<file path="config.mk">
export PLATFORM = sky130hd
export DESIGN_NAME = fp_coprocessor_transfer_access
export DESIGN_NICKNAME = d
export VERILOG_FILES = /design/src/rtl/fp_coprocessor_transfer_access.v /design/src/rtl/fp_single_index.v
export VERILOG_INCLUDE_DIRS = /design/src /design/src/rtl
export SDC_FILE = /design/constraint.sdc
export NUM_CORES = 2
export LEC_CHECK = 0
export BUFFER_PORTS_ARGS = -buffer_cell sky130_fd_sc_hd__clkbuf_2
export CORE_MARGIN = 10
export CORE_UTILIZATION = 45
export DETAILED_ROUTE_END_ITERATION = 7
export PLACE_DENSITY = 0.59
export SLEW_MARGIN = 0
export SYNTH_ARGS = -nofsm -noshare
export SYNTH_HDL_FRONTEND = slang
export SYNTH_SLANG_ARGS = --single-unit
</file>
<file path="constraint.sdc">
create_clock -name core_clk -period 11.91 [get_ports core_clk]
set_input_delay 2.382 -clock core_clk [delete_from_list [all_inputs] [get_ports core_clk]]
set_output_delay 2.382 -clock core_clk [all_outputs]
set_load 0.02 [all_outputs]
</file>
<file path="src/rtl/fp_xfer_regs.vh">
// Constants for the floating-point register-transfer and system-register access block.
`ifndef FP_XFER_REGS_VH
`define FP_XFER_REGS_VH
`define SEL_SYSTEM_ID 4'h0
`define SEL_STATUS_CONTROL 4'h1
`define SEL_FEATURES_HIGH 4'h6
`define SEL_FEATURES_LOW 4'h7
`define SEL_EXCEPTION 4'h8
`define SEL_EXC_INSTR 4'h9
`define SEL_FOLLOW_INSTR 4'hA
`define RST_STATUS_CONTROL 32'h00000000
`define RST_EXCEPTION 32'h00000000
`define RST_EXC_INSTR 32'hEE000A00
`define RST_FOLLOW_INSTR 32'h00000000
`define RST_FEATURES_LOW 32'h11111111
`define RST_FEATURES_HIGH 32'h00000000
`define EXC_ENABLE_BIT 30
`define EXC_PENDING_BIT 31
`define EXC_FOLLOW_VALID_BIT 28
`define EXC_ITER_LSB 8
`define EXC_ITER_MSB 10
`define EXC_TYPE_LSB 0
`define EXC_TYPE_MSB 7
`define OP_NONE 3'h0
`define OP_CORE_TO_DOUBLE 3'h1
`define OP_DOUBLE_TO_CORE 3'h2
`define OP_CORE_TO_SINGLES 3'h3
`define OP_SINGLES_TO_CORE 3'h4
`define OP_SYSREG_READ 3'h5
`define OP_SYSREG_WRITE 3'h6
`endif

</file>
<file path="src/rtl/fp_coprocessor_transfer_access.v">
// Register-pair transfers and system-register access of the floating-point coprocessor.
`timescale 1ns/100ps
`default_nettype none
`include "fp_xfer_regs.vh"
module fp_coprocessor_transfer_access #(
  // The identity value is arbitrary.
  parameter [31:0] SYSTEM_ID = 32'h00C0FFEE
) (
  // Clock and reset
  input wire core_clk,
  input wire rst,
  // Issued instruction
  input wire issueValid,
  input wire conditionPassed,
  input wire [2:0] issueOp,
  input wire [4:0] doubleReg,
  input wire [3:0] singleIndexHigh,
  input wire singleIndexLowBit,
  input wire [3:0] sysregSelect,
  input wire [31:0] issueWord,
  input wire privilegedMode,
  // Core register values
  input wire [31:0] coreRegFirstIn,
  input wire [31:0] coreRegSecondIn,
  // Core register results
  output reg coreWriteValid,
  output reg coreWriteSecondValid,
  output reg [31:0] coreRegFirstOut,
  output reg [31:0] coreRegSecondOut,
  output reg undefinedInstr,
  output reg fpExceptionRaised,
  // Exception capture from the arithmetic pipeline
  input wire excEvent,
  input wire [7:0] excType,
  input wire [2:0] excIterationsLeft,
  input wire [31:0] excInstr,
  input wire excFollowValid,
  input wire [31:0] excFollowInstr,
  // Coprocessor state
  output wire coprocEnabled,
  output wire [31:0] statusControl
);
  // Register file and system register state.
  wire [31:0] fpRegs [0:31];
  reg [31:0] fpStatusControl;
  reg [31:0] fpExceptionControl;
  reg [31:0] fpExceptionalInstruction;
  reg [31:0] fpFollowingInstruction;

  // Index decode.
  wire [4:0] firstSingle;
  wire [4:0] secondSingle;
  wire [4:0] doubleLow;
  wire [4:0] doubleHigh;
  reg [31:0] sysRead;
  reg selValid;
  reg accessOk;
  wire doIt;
  wire isSys;

  wire [31:0] doubleLowHot;
  wire [31:0] doubleHighHot;
  wire [31:0] firstSingleHot;
  wire [31:0] secondSingleHot;
  wire sysWrite;
  wire sysAllowed;
  reg writable;
  reg [4:0] readFirstIndex;
  reg [4:0] readSecondIndex;
  reg [31:0] writeFirstHot;
  reg [31:0] writeSecondHot;

  // Next values of the registered outputs and system registers.
  reg next_coreWriteValid;
  reg next_coreWriteSecondValid;
  reg [31:0] next_coreRegFirstOut;
  reg [31:0] next_coreRegSecondOut;
  reg next_undefinedInstr;
  reg [31:0] next_statusControl;
  reg [31:0] next_exceptionControl;
  reg [31:0] next_exceptionalInstruction;
  reg [31:0] next_followingInstruction;

  fp_single_index singleIdx (
    .singleIndexHigh(singleIndexHigh),
    .singleIndexLowBit(singleIndexLowBit),
    .firstSingle(firstSingle),
    .secondSingle(secondSingle)
  );

  assign doubleLow = {doubleReg[3:0], 1'b0};
  assign doubleHigh = {doubleReg[3:0], 1'b1};
  assign coprocEnabled = fpExceptionControl[`EXC_ENABLE_BIT];
  assign statusControl = fpStatusControl;
  assign doIt = issueValid && conditionPassed;
  assign isSys = (issueOp == `OP_SYSREG_READ) || (issueOp == `OP_SYSREG_WRITE);
  assign sysAllowed = selValid && accessOk;
  assign sysWrite = doIt && isSys && (issueOp == `OP_SYSREG_WRITE) && sysAllowed && writable;
  assign doubleLowHot = 32'h00000001 << doubleLow;
  assign doubleHighHot = 32'h00000001 << doubleHigh;
  assign firstSingleHot = 32'h00000001 << firstSingle;
  assign secondSingleHot = 32'h00000001 << secondSingle;

  // System-register read mux and select check.
  always @* begin
    sysRead = 32'h00000000;
    selValid = 1'b1;
    case (sysregSelect)
      `SEL_SYSTEM_ID: begin
        sysRead = SYSTEM_ID;
      end
      `SEL_STATUS_CONTROL: begin
        sysRead = fpStatusControl;
      end
      `SEL_EXCEPTION: begin
        sysRead = fpExceptionControl;
      end
      `SEL_EXC_INSTR: begin
        sysRead = fpExceptionalInstruction;
      end
      `SEL_FOLLOW_INSTR: begin
        sysRead = fpFollowingInstruction;
      end
      `SEL_FEATURES_LOW: begin
        sysRead = `RST_FEATURES_LOW;
      end
      `SEL_FEATURES_HIGH: begin
        sysRead = `RST_FEATURES_HIGH;
      end
      default: begin
        selValid = 1'b0;
      end
    endcase
  end

  // Privilege and enable check for the selected register.
  always @* begin
    accessOk = 1'b0;
    case (sysregSelect)
      `SEL_STATUS_CONTROL: begin
        accessOk = coprocEnabled;
      end
      `SEL_EXCEPTION, `SEL_EXC_INSTR, `SEL_FOLLOW_INSTR: begin
        accessOk = privilegedMode;
      end
      `SEL_SYSTEM_ID, `SEL_FEATURES_LOW, `SEL_FEATURES_HIGH: begin
        accessOk = coprocEnabled || privilegedMode;
      end
      default: begin
        accessOk = 1'b0;
      end
    endcase
  end

  // Only the status, exception and instruction registers take writes.
  always @* begin
    writable = 1'b0;
    case (sysregSelect)
      `SEL_STATUS_CONTROL, `SEL_EXCEPTION: begin
        writable = 1'b1;
      end
      `SEL_EXC_INSTR, `SEL_FOLLOW_INSTR: begin
        writable = 1'b1;
      end
      `SEL_SYSTEM_ID, `SEL_FEATURES_LOW, `SEL_FEATURES_HIGH: begin
        writable = 1'b0;
      end
      default: begin
        writable = 1'b0;
      end
    endcase
  end

  // Source entries of a pair read towards the core.
  always @* begin
    readFirstIndex = firstSingle;
    readSecondIndex = secondSingle;
    case (issueOp)
      `OP_DOUBLE_TO_CORE: begin
        readFirstIndex = doubleLow;
        readSecondIndex = doubleHigh;
      end
      `OP_SINGLES_TO_CORE: begin
        readFirstIndex = firstSingle;
        readSecondIndex = secondSingle;
      end
      default: begin
        readFirstIndex = firstSingle;
        readSecondIndex = secondSingle;
      end
    endcase
  end

  // Destination entries of a pair write from the core.
  always @* begin
    writeFirstHot = 32'h00000000;
    writeSecondHot = 32'h00000000;
    if (doIt) begin
      case (issueOp)
        `OP_CORE_TO_DOUBLE: begin
          writeFirstHot = doubleLowHot;
          writeSecondHot = doubleHighHot;
        end
        `OP_CORE_TO_SINGLES: begin
          writeFirstHot = firstSingleHot;
          writeSecondHot = secondSingleHot;
        end
        default: begin
          writeFirstHot = 32'h00000000;
          writeSecondHot = 32'h00000000;
        end
      endcase
    end
  end

  // Results towards the core and the undefined-instruction pulse.
  always @* begin
    next_coreWriteValid = 1'b0;
    next_coreWriteSecondValid = 1'b0;
    next_coreRegFirstOut = coreRegFirstOut;
    next_coreRegSecondOut = coreRegSecondOut;
    next_undefinedInstr = 1'b0;
    if (doIt) begin
      case (issueOp)
        `OP_DOUBLE_TO_CORE, `OP_SINGLES_TO_CORE: begin
          next_coreRegFirstOut = fpRegs[readFirstIndex];
          next_coreRegSecondOut = fpRegs[readSecondIndex];
          next_coreWriteValid = 1'b1;
          next_coreWriteSecondValid = 1'b1;
        end
        `OP_SYSREG_READ: begin
          if (sysAllowed) begin
            next_coreRegFirstOut = sysRead;
            next_coreWriteValid = 1'b1;
          end else begin
            next_undefinedInstr = 1'b1;
          end
        end
        `OP_SYSREG_WRITE: begin
          if (!sysAllowed) begin
            next_undefinedInstr = 1'b1;
          end
        end
        default: begin
          next_undefinedInstr = 1'b0;
        end
      endcase
    end
  end

  always @(posedge core_clk) begin
    if (rst) begin
      coreWriteValid <= 1'b0;
      coreWriteSecondValid <= 1'b0;
      coreRegFirstOut <= 32'h00000000;
      coreRegSecondOut <= 32'h00000000;
      undefinedInstr <= 1'b0;
      fpExceptionRaised <= 1'b0;
    end else begin
      coreWriteValid <= next_coreWriteValid;
      coreWriteSecondValid <= next_coreWriteSecondValid;
      coreRegFirstOut <= next_coreRegFirstOut;
      coreRegSecondOut <= next_coreRegSecondOut;
      undefinedInstr <= next_undefinedInstr;
      fpExceptionRaised <= 1'b0;
    end
  end

  // One row of flops per register entry.
  genvar entry;
  generate
    for (entry = 0; entry < 32; entry = entry + 1) begin : gEntry
      reg [31:0] entryValue;
      wire takeFirst;
      wire takeSecond;
      assign takeFirst = writeFirstHot[entry];
      assign takeSecond = writeSecondHot[entry];
      assign fpRegs[entry] = entryValue;
      always @(posedge core_clk) begin
        if (takeSecond) begin
          entryValue <= coreRegSecondIn;
        end else if (takeFirst) begin
          entryValue <= coreRegFirstIn;
        end
      end
    end
  endgenerate

  // System-register update; a captured exception wins over a software write in the fields and registers it loads.
  always @* begin
    next_statusControl = fpStatusControl;
    next_exceptionControl = fpExceptionControl;
    next_exceptionalInstruction = fpExceptionalInstruction;
    next_followingInstruction = fpFollowingInstruction;
    if (sysWrite) begin
      case (sysregSelect)
        `SEL_STATUS_CONTROL: begin
          next_statusControl = issueWord;
        end
        `SEL_EXCEPTION: begin
          next_exceptionControl = issueWord;
        end
        `SEL_EXC_INSTR: begin
          next_exceptionalInstruction = issueWord;
        end
        `SEL_FOLLOW_INSTR: begin
          next_followingInstruction = issueWord;
        end
        default: begin
          next_statusControl = fpStatusControl;
        end
      endcase
    end
    if (excEvent) begin
      next_exceptionControl[`EXC_PENDING_BIT] = 1'b1;
      next_exceptionControl[`EXC_TYPE_MSB:`EXC_TYPE_LSB] = excType;
      next_exceptionControl[`EXC_ITER_MSB:`EXC_ITER_LSB] = excIterationsLeft;
      next_exceptionControl[`EXC_FOLLOW_VALID_BIT] = excFollowValid;
      next_exceptionalInstruction = excInstr;
      if (excFollowValid) begin
        next_followingInstruction = excFollowInstr;
      end
    end
  end

  // System-register flops.
  always @(posedge core_clk) begin
    if (rst) begin
      fpStatusControl <= `RST_STATUS_CONTROL;
      fpExceptionControl <= `RST_EXCEPTION;
      fpExceptionalInstruction <= `RST_EXC_INSTR;
      fpFollowingInstruction <= `RST_FOLLOW_INSTR;
    end else begin
      fpStatusControl <= next_statusControl;
      fpExceptionControl <= next_exceptionControl;
      fpExceptionalInstruction <= next_exceptionalInstruction;
      fpFollowingInstruction <= next_followingInstruction;
    end
  end
endmodule // fp_coprocessor_transfer_access
`default_nettype wire

</file>
<file path="src/rtl/fp_single_index.v">
// Forms the single register number of a pair and its successor.
`timescale 1ns/100ps
`default_nettype none
module fp_single_index (
  // Instruction fields
  input wire [3:0] singleIndexHigh,
  input wire singleIndexLowBit,
  // Register numbers
  output wire [4:0] firstSingle,
  output wire [4:0] secondSingle
);
  assign firstSingle = {singleIndexHigh, singleIndexLowBit};
  assign secondSingle = firstSingle + 5'h01;
endmodule // fp_single_index
`default_nettype wire

</file>
# Word-level counts from Yosys, hierarchy flattened
# Cells that the tools add are included.
# totals
register_bits	1219
latch_bits	0
mem_bits_rw	0
mem_bits_ro	0
in_bits	195
wordCells	223
mem_count	0
# op_classes
n_addsub	1
mul	0
div	0
magnitude_cmp	2
eq_ne	13
shift	4
muxes	98
bitwise_logic	4
reduce_logical	59
# op_table
op	count
$mux W32	80
$bmux W32 S5	2
$pmux W32 S2	3
$pmux W32 S6	1
$shl A1 B5 Y32 const A	4
$reduce_bool A2 Y1	36
$eq A4 B4 Y1 const B	3
$ge A6 B6 Y1 const B	2
$not A5 Y6	2
$mux W11	1
$mux W5	2
$reduce_and A2 Y1	5
$eq A3 B3 Y1 const B	3
$reduce_or A3 Y1	3
$eq A4 B3 Y1 const B	2
$mux W1	7
$reduce_or A7 Y1	1
$eq A3 B2 Y1 const B	2
$logic_and A1 B1 Y1	6
$reduce_or A2 Y1	3
$add A5 B1 Y5 const B	1
$eq A4 B1 Y1 const B	1
$logic_not A4 Y1	1
$reduce_or A4 Y1	1
7 further kinds	9

# Depth between registers and ports, before layout
# logic_depth
depth_word	9
ltp_mapped	13
depth_no_buf	8

# Hierarchy
# A second synthesis with hierarchy kept.
# hier_totals
cells_unflattened	6681
area_unflattened_um2	70913.0
# by_module_without_submodules
module	instances	cells_each	area_per_inst_um2	seq_area_each_um2
fp_coprocessor_transfer_access	1	6669	70822.9	34653.2
fp_single_index	1	12	90.1	0.0

# Worst setup path after synthesis
# OpenSTA, ideal clock, no wires.
# synth_timing
kind	in2reg
from	input singleIndexHigh[0]
to	register gEntry[7].entryValue[0] (enable)
setup_time_ns	0.470
t_arrival_ns	6.309
t_required_ns	11.440
slack_ns	5.131
cell_stages	9
n_path_buf	5
path_cell_list	buf_2 -> buf_2 -> buf_2 -> buf_2 -> buf_2 -> nand2_1 -> nor2_1 -> nand3_1 -> o31ai_1
# synth_between
elab_chain_len	5
elab_cells_between_ends	8
# synth_lines
item	line_no	rtl
start, declared	fp_coprocessor_transfer_access.v:17	input wire [3:0] singleIndexHigh,
$add A5 B1 Y5	fp_single_index.v:13	assign secondSingle = firstSingle + 5'h01;
$shl A1 B5 Y32	fp_coprocessor_transfer_access.v:102	assign secondSingleHot = 32'h00000001 << secondSingle;
$pmux W32 S2	fp_coprocessor_transfer_access.v:199	case (issueOp)
$mux W32	fp_coprocessor_transfer_access.v:198	if (doIt) begin
$reduce_bool A2 Y1 (no line) *	n/a	
end signal, assigned	fp_coprocessor_transfer_access.v:281	entryValue <= coreRegSecondIn;
end signal, assigned	fp_coprocessor_transfer_access.v:283	entryValue <= coreRegFirstIn;
end, declared	fp_coprocessor_transfer_access.v:273	reg [31:0] entryValue;
# Every way passes the cells marked *; elsewhere a longest branch is shown, timed or not.
# A chain may end at the register's enable or synchronous reset.

# Final worst setup path
# layout_timing
from	input issueOp[1]
to	register coreRegFirstOut[6]
# layout_between
elab_chain_len	7
elab_cells_between_ends	13
# layout_lines
item	line_no	rtl
start, declared	fp_coprocessor_transfer_access.v:15	input wire [2:0] issueOp,
$eq A3 B2 Y1	fp_coprocessor_transfer_access.v:178, fp_coprocessor_transfer_access.v:224	
$mux W5	fp_coprocessor_transfer_access.v:178	case (issueOp)
$not A5 Y6 (implied by the code)	fp_coprocessor_transfer_access.v:226	next_coreRegFirstOut = fpRegs[readFirstIndex];
$bmux W32 S5	fp_coprocessor_transfer_access.v:226	
$mux W32 (implied by the code) (2 in series)	fp_coprocessor_transfer_access.v:226	
$pmux W32 S2	fp_coprocessor_transfer_access.v:224	case (issueOp)
end signal, assigned	fp_coprocessor_transfer_access.v:262	coreRegFirstOut <= next_coreRegFirstOut;
end, declared	fp_coprocessor_transfer_access.v:28	output reg [31:0] coreRegFirstOut,
# Several ways; a longest one is shown, not always the timed one. The select of a mux whose other input is x is not followed.

==> impl_summary.log <==
[metrics] total number of nets in the final design: 6,203
[metrics] number of antenna violations at the first check in global routing: 32
[metrics] count of cell types in the netlist: 76
[metrics] status: completed
[metrics] Antenna Nets Post-Route: 0
[metrics] detailed placement HPWL: 169,700 microns
[metrics] cell internal power dissipation: 7.734 mW
[metrics] Fin Clk Skew: 31.37 ps
[metrics] Global Route Usage Sum: 33.10%
[metrics] critical path arrival: 7630 ps
[metrics] highest ir drop seen on vdd: 103.3 uV
[metrics] cells taking the most area after synthesis: sky130_fd_sc_hd__edfxtp_1 (43%), sky130_fd_sc_hd__mux2_2 (17%), sky130_fd_sc_hd__mux4_2 (5.7%)
[metrics] clock latency of the later-clocked register in the worst-skew pair: 820 ps
[metrics] overall die width: 419.1 microns
[metrics] starting density of the core: 45.26%
[metrics] remaining max-slew budget at the tightest pin: 4.145%
[metrics] global-route wire length before repair: 418,000 microns
[metrics] count of buffers inserted at the top-level ports: 293
[metrics] number of ports placed on the die boundary: 296
[metrics] unrepaired setup endpoints after global routing: false
[metrics] total number of vias: 57,380
[metrics] # rows: 146
[metrics] smallest hold slack: 467.9 ps
[metrics] CP Launch Point: issueOp[1]
[metrics] Lkg Pwr: 27.34 nW
[metrics] most common library cell in the layout ignoring fill and taps: sky130_fd_sc_hd__mux2_2
[metrics] setup slack of the critical path after layout: 4972 ps
[metrics] async set-reset flop share out of synthesis: 0%
[metrics] pin count of the biggest net entering global routing: 127
[metrics] worst setup timing slack at the placement stage: 4462 ps
[metrics] first-pass detailed-route iteration total: 8
[metrics] most used cells in the layout excluding fill and tap cells: sky130_fd_sc_hd__mux2_2 (1,111), sky130_fd_sc_hd__edfxtp_1 (1,024), sky130_fd_sc_hd__nand2_1 (714)
[metrics] TritonCTS Buffers: 140
[metrics] H-Tree Level Count: 4
[metrics] total of hold buffers inserted after clock tree synthesis: 0
[metrics] average routed wire per standard cell: 36.69 microns
[metrics] routed via count divided by cell count: 6.981
[metrics] shortest period the worst path allows: 6938 ps
[metrics] required time of the critical path: 12,610 ps
[metrics] Switching Fraction: 26.97%
[metrics] Resized cells post-CTS: 0
[metrics] vertical die dimension: 419.1 microns
[metrics] post-route setup TNS: 0 ps
[metrics] part of the power in registers: 44.3%
[metrics] instance area at placement: 0.07459 sq mm
[metrics] aggregate global routing overflow: 0
[metrics] count of final hold-check violations: 0
[metrics] largest area contributor in the netlist: sky130_fd_sc_hd__edfxtp_1
[metrics] CP Capture Type: flip-flop
[metrics] path category of the worst min-delay check: reg -> reg
[metrics] slew of the pin with the lowest slew margin: 1432 ps
[metrics] dominant register cell in the synthesized netlist: sky130_fd_sc_hd__edfxtp_1
[metrics] TritonCTS clock tree: yes
[metrics] final setup violating endpoints: 0
[metrics] Max Root-Sink Buffers: 3
[metrics] total wire length after detailed routing: 301,500 microns
[metrics] area delta synth->final: 10.58%
[metrics] net count after synthesis: 6,336
[metrics] gate count after technology mapping: 6,140
[metrics] syn_area_per_cell: 11.68 sq um
[metrics] DRC violation count after routing: 0
[metrics] part of the cycle the worst path needs: 58.25%
[metrics] critical path launch point type: primary input
[metrics] final non-filler cell area: 0.07928 sq mm
[metrics] die area: 0.1757 sq mm
[metrics] maximum capacitance violations: 0
[metrics] upper clock frequency limit: 0.1441 GHz
[metrics] routability congestion estimate from global placement: 0.9452
[metrics] synthesis warning total: 0
[metrics] vias in the first global route: 55,150
[metrics] sw power: 2.856 mW
[metrics] PD cells: 133.6 mW/mm^2
[metrics] largest fanout on the critical path: 50
[metrics] number of enable flip-flop cells after synthesis: 1,024
[metrics] number of slew-limit violations in the final report: 0
[metrics] share of the yosys chip area belonging to registers: 48.34%
[metrics] worst flop-to-flop path startpoint: fpExceptionControl[30]
[metrics] TritonCTS sink count: 1,219
[metrics] Clock Power Share: 42.1%
[metrics] Worst Path Class, Setup: in -> reg
[metrics] post-synthesis instance area: 0.07169 sq mm
[metrics] fraction of final layout cells with drive strength greater than 1: 33.84%
[metrics] launch point of the worst hold path: statusControl[6]
[metrics] setup fix buffers added after clock tree synthesis: 0
[metrics] utilization of the core after routing: 50.05%
[metrics] Seq cells post-synth: 1,219
[metrics] clock-pin slew on the worst setup and hold paths: 60 ps
[metrics] combinational group share of total power: 13.6%
[metrics] Root Driver: sky130_fd_sc_hd__clkbuf_16
[metrics] drt initial violations: 9,022
[metrics] area inside the core boundary: 0.1584 sq mm
[metrics] top-area cell type share of the netlist area: 42.89%
## cell usage after synthesis (all sizes together), types with 7 or more instances
cell type and number:
a311oi 102, o21ai 100, or4 16, a31oi 55
nand2b 11, nor4 15, buf 322, nand3 198
a2111oi 15, mux2 1114, edfxtp 1024, mux2i 250
nand2 734, o21a 12, nor3 93, o22ai 165
o31ai 30, a2bb2oi 10, a211oi 173, a21oi 200
dfxtp 195, a311o 34, or2 15, o32ai 29
mux4 183, o221ai 101, nor2 268, o211ai 12
nor2b 63, inv 7, a22oi 11, clkbuf 404
and3 74, o2111ai 16
## metrics by stage
stage | std cells | power (mW)
finish | 8219 | 10.59
detailed placement | 7937 | 6.163
CTS | 8197 | 10.55
global placement | 7937 | 6.143
global route | 8215 | 10.82
floorplan | 6140 | 5.693
## final timing paths
kind | depth (start not counted) | to | slack [ps]
setup reg to reg | 8 | coreRegFirstOut[17] | 8540
setup / recovery | 11 | coreRegFirstOut[6] | 4970
hold reg to reg | 2 | statusControl[6] | 470
hold / removal | 2 | statusControl[6] | 470
## power by group through the flow
stage	logic, mW	registers (mW)	clock network, mW
2_1_floorplan	0.912	4.78	0
3_3_place_gp	1.36	4.78	0
3_5_place_dp	1.38	4.78	0
4_1_cts	1.39	4.69	4.48
5_1_grt	1.49	4.69	4.63
6_report	1.44	4.69	4.46
## final cells by class
class,count,area (sq um)
fillers,14030,79100
flip-flops and latches,1219,34650
multi-input cells,4187,34570
clock buffers,192,3866
repair buffers,451,2743
well taps,2072,2592
clock inverters,68,763.2
diodes,22,55.05
inverters,8,30.03
## logic make-up after synthesis
logic type | after synthesis | share of synthesized area, %
xor gates and xnor gates | 8 | 0.09774
AOI/OAI and AO/OA | 1109 | 10.91
other | 1 | 0.005231
buffers and inverters | 734 | 4.496
DFF | 1219 | 48.34
adders and majority gates | 1 | 0.01745
and+or+nand+nor | 1521 | 9.376
muxes | 1547 | 26.76
## worst max-delay path: stages
cell                       delay, ps
sky130_fd_sc_hd__clkbuf_2        350
sky130_fd_sc_hd__nor3b_4         250
sky130_fd_sc_hd__buf_4           730
sky130_fd_sc_hd__mux2i_4         340
sky130_fd_sc_hd__buf_4           540
sky130_fd_sc_hd__buf_4           860
sky130_fd_sc_hd__nand2_1         750
sky130_fd_sc_hd__o32ai_1         700
sky130_fd_sc_hd__or4_1           230
sky130_fd_sc_hd__o211ai_1        100
sky130_fd_sc_hd__a211oi_1        270
## flip-flops by register name (all words and copies together) (netlist names)
register / count
coreWriteSecondValid: 1
fpFollowingInstruction: 32
fpExceptionalInstruction: 32
coreWriteValid: 1
statusControl: 32
coreRegSecondOut: 32
fpExceptionControl: 32
coreRegFirstOut: 32
undefinedInstr: 1
gEntry.entryValue: 1024
## metal layers
metal | vias up | GRT usage, % | share of wire, %
met5 | - | 0 | 0.027
met4 | 12 | 18.97 | 6.3
met3 | 1022 | 11.20 | 14
met2 | 4257 | 50.07 | 44
met1 | 28640 | 41.21 | 36
li1 | 23440 | - | -
(Power assumes the default switching activity.)
